==> src/civ_pkg.sv <==
/*
  Shared constants and carrier types for the current input value coder.
  Assumes a single 40 MHz clock domain and samples already scaled by the front end.
*/
`default_nettype none

package civ_pkg;

  // ****************************************************************
  // Sizes and register map
  // ****************************************************************
  localparam int          NCH       = 2;
  localparam int          EV_W      = 4;
  localparam logic [7:0]  ADDR_CTRL   = 8'h00;
  localparam logic [7:0]  ADDR_CFG0   = 8'h04;
  localparam logic [7:0]  ADDR_CFG1   = 8'h08;
  localparam logic [7:0]  ADDR_VALUE0 = 8'h0C;
  localparam logic [7:0]  ADDR_VALUE1 = 8'h10;
  localparam logic [7:0]  ADDR_STATUS = 8'h14;
  localparam logic [7:0]  ADDR_MASK   = 8'h18;
  localparam logic [7:0]  ADDR_DIAG   = 8'h1C;

  // ****************************************************************
  // Measuring ranges, resolution and event bits
  // ****************************************************************
  localparam logic [1:0]  RANGE_OFF   = 2'h0;
  localparam logic [1:0]  RANGE_4_20  = 2'h1;
  localparam logic [1:0]  RANGE_0_20  = 2'h2;
  localparam logic [1:0]  RANGE_BIP   = 2'h3;
  localparam logic [2:0]  RES_MAX_SEL = 3'h4;
  localparam int          EV_OPEN     = 0;
  localparam int          EV_LOWER    = 1;
  localparam int          EV_UPPER    = 2;
  localparam int          EV_PARAM    = 3;

  // ****************************************************************
  // Codes, limits and scaling
  // ****************************************************************
  localparam logic [15:0]        CODE_OVERFLOW  = 16'h7FFF;
  localparam logic [15:0]        CODE_UNDERFLOW = 16'h8000;
  localparam logic [15:0]        CODE_ZERO      = 16'h0000;
  localparam logic [15:0]        ALIGN_ONES     = 16'hFFFF;
  localparam logic signed [19:0] LIM_OVS        = 20'sh07EFF;
  localparam logic signed [19:0] LIM_UND_4_20   = 20'shFED00;
  localparam logic signed [19:0] LIM_UND_BIP    = 20'shF8100;
  localparam logic signed [19:0] LIM_ZERO       = 20'sh00000;
  // Raw samples count 20 mA as 138240 steps, so 4 mA is 27648 steps.
  localparam logic signed [39:0] RAW_4MA        = 40'sh00_0000_6C00;
  localparam logic signed [39:0] RAW_NO_OFFSET  = 40'sh00_0000_0000;
  localparam logic signed [39:0] SCALE_UNI      = 40'sh00_0000_3333;
  localparam logic signed [39:0] SCALE_4_20     = 40'sh00_0000_4000;
  localparam logic signed [39:0] SCALE_ROUND    = 40'sh00_0000_8000;
  localparam int                 SCALE_SHIFT    = 16;

  // ****************************************************************
  // Carrier types
  // ****************************************************************
  typedef struct packed {
    logic [2:0] res;
    logic       wb_en;
    logic [1:0] range;
  } civ_cfg_s;

  typedef struct packed {
    logic rv_en;
    logic params_done;
  } civ_ctrl_s;

  typedef struct packed {
    logic              valid;
    logic              ch;
    logic signed [19:0] raw;
  } civ_sample_s;

  typedef struct packed {
    logic        valid;
    logic        ch;
    logic [15:0] data;
  } civ_word_s;

  typedef struct packed {
    logic [15:0]     code;
    logic [EV_W-1:0] ev;
  } civ_enc_s;

  localparam civ_cfg_s  CFG_RESET  = '{res: 3'h4, wb_en: 1'b0, range: 2'h1};
  localparam civ_ctrl_s CTRL_RESET = '{rv_en: 1'b0, params_done: 1'b0};

endpackage : civ_pkg

`default_nettype wire

==> src/civ_coder.sv <==
/*
  Current input value coder: turns raw current samples into 16-bit process words,
  with per-channel range, resolution and wire-break settings over Avalon-MM.
  Assumes samples come from logic on ref_clk and that the host follows Avalon waitrequest.
*/
// Implementation choices: the Avalon-MM register port and the register offsets.
`timescale 1ns/1ps
`default_nettype none

// How it works
// Every measurement leaves as a 16-bit two's-complement word in one common format.
// Bit 15 is the sign, zero positive and one negative, and bits 14 to 0 weigh 2^14 to 2^0.
// A result of fewer than fifteen bits plus sign is left aligned and its unused low bits are zero.
// The lowest valid bit weighs 16, 8, 4, 2 or 1 for 11, 12, 13, 14 or 15 bits plus sign.
// In the unipolar ranges the lower limit codes as 0 and 20 mA as 27648, linear between.
// Above nominal the unipolar codes run 27649 to 32511, and beyond that overflow reads 32767.
// In 4-20 mA underrange runs -1 to -4864, and below 1.185 mA underflow and wire break are detected.
// In the bipolar range 20 mA maps to 27648 either way, with 32511/-32512 bands and 32767/-32768 beyond.
// With wire-break checking on in 4-20 mA, an open loop reads 32767 and raises an open-circuit event.
// With wire-break checking off and range checking on, an open loop reads 8000 hex and raises a low-limit event.
// With both checks off, an open loop reads 8000 hex and raises no event.
// Before parameters are set, or while they are faulty, the channel reads 7FFF hex.
// Each channel is coded on its own with its own range and wire-break enable; the range-check enable rv_en is shared.
module civ_coder (
  // Clock and reset
  input  wire logic                 ref_clk,
  input  wire logic                 srst,
  // Raw samples from the converter
  input  wire civ_pkg::civ_sample_s sample,
  // Process words toward the host
  output var  civ_pkg::civ_word_s   host_accumulator,
  output logic                      irq,
  // Avalon-MM slave
  input  wire logic [7:0]           avs_address,
  input  wire logic                 avs_read,
  input  wire logic                 avs_write,
  input  wire logic [31:0]          avs_writedata,
  input  wire logic [3:0]           avs_byteenable,
  output logic [31:0]               avs_readdata,
  output logic                      avs_waitrequest
);

  localparam int SW = civ_pkg::NCH * civ_pkg::EV_W;

  // ****************************************************************
  // Encoding
  // ****************************************************************
  function automatic civ_pkg::civ_enc_s encode(input logic signed [19:0] raw,
                                               input civ_pkg::civ_cfg_s  cfg,
                                               input logic               rv_en);
    civ_pkg::civ_enc_s        e;
    logic signed [39:0]       diff;
    logic signed [39:0]       prod;
    logic signed [19:0]       scaled;
    logic                     fault;
    logic [15:0]              mask;
    e.code = civ_pkg::CODE_OVERFLOW;
    e.ev   = '0;
    fault  = (cfg.res > civ_pkg::RES_MAX_SEL) ||
             (cfg.wb_en && (cfg.range != civ_pkg::RANGE_4_20));
    mask   = civ_pkg::ALIGN_ONES << (civ_pkg::RES_MAX_SEL - cfg.res);
    diff   = 40'(raw) - ((cfg.range == civ_pkg::RANGE_4_20) ? civ_pkg::RAW_4MA : civ_pkg::RAW_NO_OFFSET);
    // Rounded fixed-point multiply keeps 20 mA exactly on 27648 in every range.
    prod   = diff * ((cfg.range == civ_pkg::RANGE_4_20) ? civ_pkg::SCALE_4_20 : civ_pkg::SCALE_UNI)
             + civ_pkg::SCALE_ROUND;
    scaled = prod[civ_pkg::SCALE_SHIFT +: 20];
    if (cfg.range == civ_pkg::RANGE_OFF) begin
      e.code = civ_pkg::CODE_OVERFLOW;
    end else if (fault) begin
      e.code = civ_pkg::CODE_OVERFLOW;
      e.ev[civ_pkg::EV_PARAM] = 1'b1;
    end else if (scaled > civ_pkg::LIM_OVS) begin
      e.code = civ_pkg::CODE_OVERFLOW;
      e.ev[civ_pkg::EV_UPPER] = rv_en;
    end else if ((cfg.range == civ_pkg::RANGE_4_20) && (scaled < civ_pkg::LIM_UND_4_20)) begin
      if (cfg.wb_en) begin
        e.code = civ_pkg::CODE_OVERFLOW;
        e.ev[civ_pkg::EV_OPEN] = 1'b1;
      end else begin
        e.code = civ_pkg::CODE_UNDERFLOW;
        e.ev[civ_pkg::EV_LOWER] = rv_en;
      end
    end else if ((cfg.range == civ_pkg::RANGE_BIP) && (scaled < civ_pkg::LIM_UND_BIP)) begin
      e.code = civ_pkg::CODE_UNDERFLOW;
      e.ev[civ_pkg::EV_LOWER] = rv_en;
    end else if ((cfg.range == civ_pkg::RANGE_0_20) && (scaled < civ_pkg::LIM_ZERO)) begin
      // Negative values do not exist in 0-20 mA, so noise below zero pins to the lower limit.
      e.code = civ_pkg::CODE_ZERO;
    end else begin
      e.code = scaled[15:0] & mask;
    end
    return e;
  endfunction : encode

  // ****************************************************************
  // State
  // ****************************************************************
  civ_pkg::civ_ctrl_s   ctrl;
  civ_pkg::civ_ctrl_s   next_ctrl;
  civ_pkg::civ_cfg_s    cfg        [civ_pkg::NCH];
  civ_pkg::civ_cfg_s    next_cfg   [civ_pkg::NCH];
  logic [15:0]          value      [civ_pkg::NCH];
  logic [15:0]          next_value [civ_pkg::NCH];
  logic [SW-1:0]        diag;
  logic [SW-1:0]        next_diag;
  logic [SW-1:0]        irq_status;
  logic [SW-1:0]        next_irq_status;
  logic [SW-1:0]        irq_mask;
  logic [SW-1:0]        next_irq_mask;
  logic                 ack;
  logic                 next_ack;
  logic [31:0]          next_readdata;
  civ_pkg::civ_word_s   next_host_accumulator;
  civ_pkg::civ_enc_s    enc;
  logic [SW-1:0]        set_bits;
  logic                 wr_go;

  // ****************************************************************
  // Next-state logic
  // ****************************************************************
  always_comb begin
    next_ctrl             = ctrl;
    next_cfg              = cfg;
    next_value            = value;
    next_diag             = diag;
    next_irq_mask         = irq_mask;
    next_irq_status       = irq_status;
    next_readdata         = avs_readdata;
    next_host_accumulator = host_accumulator;
    next_host_accumulator.valid = 1'b0;
    set_bits              = '0;
    enc                   = encode(sample.raw, cfg[sample.ch], ctrl.rv_en);
    // One wait cycle per access: the read word is latched in the first cycle.
    next_ack = (avs_read || avs_write) && !ack;
    wr_go    = avs_write && ack && avs_byteenable[0];

    if (avs_read && !ack) begin
      unique case (avs_address)
        civ_pkg::ADDR_CTRL:   next_readdata = 32'(ctrl);
        civ_pkg::ADDR_CFG0:   next_readdata = 32'(cfg[0]);
        civ_pkg::ADDR_CFG1:   next_readdata = 32'(cfg[1]);
        civ_pkg::ADDR_VALUE0: next_readdata = 32'(value[0]);
        civ_pkg::ADDR_VALUE1: next_readdata = 32'(value[1]);
        civ_pkg::ADDR_STATUS: next_readdata = 32'(irq_status);
        civ_pkg::ADDR_MASK:   next_readdata = 32'(irq_mask);
        civ_pkg::ADDR_DIAG:   next_readdata = 32'(diag);
        default:              next_readdata = 32'h0000_0000;
      endcase
    end

    if (sample.valid) begin
      if (ctrl.params_done) begin
        next_value[sample.ch] = enc.code;
        next_diag[sample.ch*civ_pkg::EV_W +: civ_pkg::EV_W] = enc.ev;
        set_bits[sample.ch*civ_pkg::EV_W +: civ_pkg::EV_W]  = enc.ev;
        next_host_accumulator = '{valid: 1'b1, ch: sample.ch, data: enc.code};
      end else begin
        next_host_accumulator = '{valid: 1'b1, ch: sample.ch, data: civ_pkg::CODE_OVERFLOW};
      end
    end

    // A parameter write wins over a sample in the same cycle and restarts the channel at 7FFF.
    if (wr_go) begin
      unique case (avs_address)
        civ_pkg::ADDR_CTRL: begin
          next_ctrl = civ_pkg::civ_ctrl_s'(avs_writedata[1:0]);
          for (int c = 0; c < civ_pkg::NCH; c++) begin
            next_value[c] = civ_pkg::CODE_OVERFLOW;
          end
        end
        civ_pkg::ADDR_CFG0: begin
          next_cfg[0]   = civ_pkg::civ_cfg_s'(avs_writedata[5:0]);
          next_value[0] = civ_pkg::CODE_OVERFLOW;
        end
        civ_pkg::ADDR_CFG1: begin
          next_cfg[1]   = civ_pkg::civ_cfg_s'(avs_writedata[5:0]);
          next_value[1] = civ_pkg::CODE_OVERFLOW;
        end
        civ_pkg::ADDR_STATUS: next_irq_status = irq_status & ~avs_writedata[SW-1:0];
        civ_pkg::ADDR_MASK:   next_irq_mask   = avs_writedata[SW-1:0];
        default: ;
      endcase
    end
    // A new event in the clearing cycle survives the clear.
    next_irq_status = next_irq_status | set_bits;
  end

  // ****************************************************************
  // Registers
  // ****************************************************************
  always_ff @(posedge ref_clk) begin
    if (srst) begin
      ctrl             <= civ_pkg::CTRL_RESET;
      for (int c = 0; c < civ_pkg::NCH; c++) begin
        cfg[c]   <= civ_pkg::CFG_RESET;
        value[c] <= civ_pkg::CODE_OVERFLOW;
      end
      diag             <= '0;
      irq_status       <= '0;
      irq_mask         <= '0;
      ack              <= 1'b0;
      avs_readdata     <= 32'h0000_0000;
      host_accumulator <= '0;
    end else begin
      ctrl             <= next_ctrl;
      cfg              <= next_cfg;
      value            <= next_value;
      diag             <= next_diag;
      irq_status       <= next_irq_status;
      irq_mask         <= next_irq_mask;
      ack              <= next_ack;
      avs_readdata     <= next_readdata;
      host_accumulator <= next_host_accumulator;
    end
  end

  // ****************************************************************
  // Outputs
  // ****************************************************************
  assign avs_waitrequest = (avs_read || avs_write) && !ack;
  assign irq             = |(irq_status & irq_mask);

endmodule : civ_coder

`default_nettype wire

==> config.mk <==
export PLATFORM = sky130hd
export DESIGN_NAME = civ_coder
export DESIGN_NICKNAME = d
export VERILOG_FILES = /design/src/civ_pkg.sv /design/src/civ_coder.sv
export SDC_FILE = /design/constraint.sdc
export NUM_CORES = 1
export LEC_CHECK = 0
export BUFFER_PORTS_ARGS = -buffer_cell sky130_fd_sc_hd__buf_4
export CORE_MARGIN = 5
export CORE_UTILIZATION = 50
export DETAILED_ROUTE_END_ITERATION = 6
export PLACE_DENSITY = 0.69
export SYNTH_ARGS = -nofsm -noshare
export SYNTH_HDL_FRONTEND = slang
export SYNTH_SLANG_ARGS = --single-unit
export TNS_END_PERCENT = 20
==> constraint.sdc <==
create_clock -name ref_clk -period 13.15 [get_ports ref_clk]
set_input_delay 0.6575 -clock ref_clk [delete_from_list [all_inputs] [get_ports ref_clk]]
set_output_delay 0.6575 -clock ref_clk [all_outputs]
set_load 0.01 [all_outputs]
==> flow_summary.json <==
{
  "grt_overflow": 0,
  "grtUsageTotal": 0.220,
  "placed_area_um2": 12900,
  "power_mw": 2.39,
  "via_per_inst": 5.45,
  "max_cap_viol_count": 0,
  "yosysWarnings": 0,
  "cts_sinks": 105,
  "combPwrFrac": 0.741,
  "p_leak_nw": 6.47,
  "die-height_um": 166,
  "relSlewSlack": 0.115,
  "rsz0062_at_grt": "no",
  "htreeDepth": 3,
  "clockPowerShare": 0.123,
  "drtPass1Iterations": 7,
  "crit_slowest_cell": "and3_1",
  "grt_first_pass_wirelength_um": 50600,
  "met2_usage": 0.384,
  "synthFlopType": "dfxtp_1",
  "setup_violations": 0,
  "drive_above_1_share": 0.0868,
  "fmax_mhz": 94.0,
  "use_met3": 0.0253,
  "worstMarginPinSlew_ps": 1320,
  "mappedNetlistArea_um2": 12100,
  "pre_cts_slack_ps": 2220,
  "antenna_cells": 0,
  "timing.final.hold_violations": 0,
  "fin_ws_ps": 2510,
  "p_per_area_nw_per_um2": 181,
  "gp_congestion": 0.918,
  "path_common_cell": "fa_1",
  "synth_seq_cells": 105,
  "period_needed_ps": 10640,
  "routedWlPerCell_um": 16.4,
  "num_rows": 57,
  "die_w_um": 166,
  "fin_crit_sh": 0.809,
  "final_area_um2": 13200,
  "nNetsFinal": 1847,
  "p_int_mw": 1.13,
  "switching_power_mw": 1.25,
  "status": "finished, final reports clean",
  "grt_max_degree": 77,
  "hp-class": "reg -> reg",
  "syn_to_final_growth_pct": 8.92,
  "postRouteAntennaNets": 0,
  "clockRootBuffer": "clkbuf_16",
  "grt_antenna_before_repair": 0,
  "yosys.cell_types.count": 71,
  "die-area_um2": 27400,
  "p_sw_frac": 0.525,
  "worstPathRequired_ps": 13340,
  "vias": 9992,
  "top_usage_layer": "met2",
  "pwr-share-seq": 0.136,
  "totalWireLength_um": 30000,
  "slowest_delay_ps": 720,
  "cts_buffer_depth": 2,
  "cts_tree": "built",
  "cp-start-kind": "primary input",
  "final_cell_count_no_fill": 1834,
  "num_io_pins": 122,
  "met1_usage": 0.301,
  "dp.cells": 1818,
  "critPathKind": "in -> reg",
  "cp_max_fo": 25,
  "ys_seq_area_frac": 0.174,
  "hpwlAfterDp_um": 24500,
  "postCtsSetupBuffers": 0,
  "io_buffers": 78,
  "end_kind": "register",
  "cts_hold_buffers": 0,
  "cts_buffers": 9,
  "clk_pin_slew_ps": 70,
  "cp_data_arrival_time_ps": 10830,
  "syn_inst": 1454,
  "cts_resized": 0,
  "core_um2": 24100,
  "syn_area_per_cell_um2": 8.33,
  "slew_viol_final": 0,
  "grt_pass1_vias": 10061,
  "synth_edf_count": 0,
  "start_util": 0.502,
  "clock_latency_ps": 340,
  "ir_drop_v": 0.000126,
  "drc": 0,
  "tns_ps": 0,
  "skew_ps": 11.9,
  "drt_iter0_drc": 747,
  "async_flop_share": 0
}
==> cells in the final DEF, fill, tap and decap left out, drive strengths merged, types with 8 or more instances in the layout <==
cell,count
inv,271
nor2,148
ha,144
fa,128
a21oi,124
dfxtp,105
nand2,104
buf,80
o21ai,38
nand3,32
a22oi,27
a211oi,27
conb,26
xnor2,24
mux2i,22
nor3,20
nand2b,13
and2,10
nand4,10
clkbuf,10
o211ai,9
xor2,9
nor2b,9
a31oi,8
and3,8
==> worst paths after layout <==
check,startpoint,end,slack [ps],cells past startpoint
worst max-delay path,sample[20],value[11],2510,31
worst min-delay path,diag[6],diag[6],460,2
worst max register to register,cfg[7],value[11],2540,30
worst min register to register,diag[6],diag[6],460,2
==> flip-flops by register name, summed over array words and instances, names as in the netlist <==
register,flops
ctrl,2
avs_readdata,16
diag,8
irq_mask,8
cfg,12
value,32
host_accumulator,18
ack,1
irq_status,8
==> kinds of logic after synthesis <==
logic type	Yosys count	synth area share
compound gates	296	0.162
xor+xnor	33	0.0239
fa+ha+maj	272	0.360
buf+inv	333	0.112
flops	105	0.174
mux	26	0.0219
other cells	2	0.000620
simple gates	387	0.146
==> Yosys cell counts (3+ instances only) <==
library cell,count,area share
inv_1,268,0.083
nor2_1,148,0.046
ha_1,144,0.15
fa_1,128,0.21
a21oi_1,112,0.046
dfxtp_1,105,0.17
nand2_1,104,0.032
clkbuf_1,39,0.012
o21ai_0,34,0.014
nand3_1,32,0.013
a22oi_1,27,0.017
xnor2_1,24,0.017
a211oi_1,23,0.014
mux2i_1,22,0.018
nor3_1,20,0.0083
buf_4,16,0.0099
nand2b_1,13,0.0067
a21oi_2,12,0.0087
and2_1,10,0.0052
nand4_1,10,0.0052
o211ai_1,9,0.0056
xor2_1,9,0.0065
a31oi_1,8,0.0041
nor2b_1,8,0.0041
a21o_1,7,0.0043
a222oi_1,7,0.0058
and3_1,7,0.0036
or3_1,7,0.0036
buf_6,6,0.0056
nor4_1,6,0.0031
a31o_2,5,0.0036
o21a_1,5,0.0031
a211o_1,4,0.0029
a211oi_2,4,0.0041
mux2_2,4,0.0037
nor3b_1,4,0.0025
o21ai_1,4,0.0017
o31ai_1,4,0.0025
or2_2,4,0.0021
a221oi_1,3,0.0022
buf_1,3,0.00093
o211a_1,3,0.0025
o21ba_1,3,0.0025
==> routing by layer <==
| metal | vias up | part of all wire |
|---|---|---|
| met1 | 4841 | 0.45 |
| met2 | 254 | 0.49 |
| li1 | 4868 | - |
| met5 | - | 0 |
| met4 | 0 | 0.013 |
| met3 | 29 | 0.049 |
==> layout make-up <==
class	count	area (um2)
timing repair buffer	80	601
fill	2280	10900
clock inverter	6	87.6
multi-input combinational	1040	8750
tap	324	405
inverter	269	1010
clock buffer	10	239
sequential	105	2100
==> critical path, delay by kind of cell <==
kind            cells  cell delay, ps
compound gates      7            2000
fa+ha+maj           8            3780
buf+inv             6            1200
simple gates        8            2280
xor+xnor            2             860
==> per-stage QoR <==
stage,hold slack [ps],util
4_1_cts,458,0.547
3_5_place_dp,448,0.534
3_3_place_gp,438,0.534
2_1_floorplan,431,-
6_report,456,0.547
5_1_grt,479,0.547
==> power by group through the flow <==
stage	Clock (mW)	Sequential, mW	Combinational, mW
finish	0.294	0.324	1.77
global route	0.310	0.324	2.04
CTS	0.297	0.324	1.77
detailed placement	0	0.332	1.76
global placement	0	0.332	1.73
floorplan	0	0.333	1.36
Note: power is estimated with default switching activity, not from simulation.
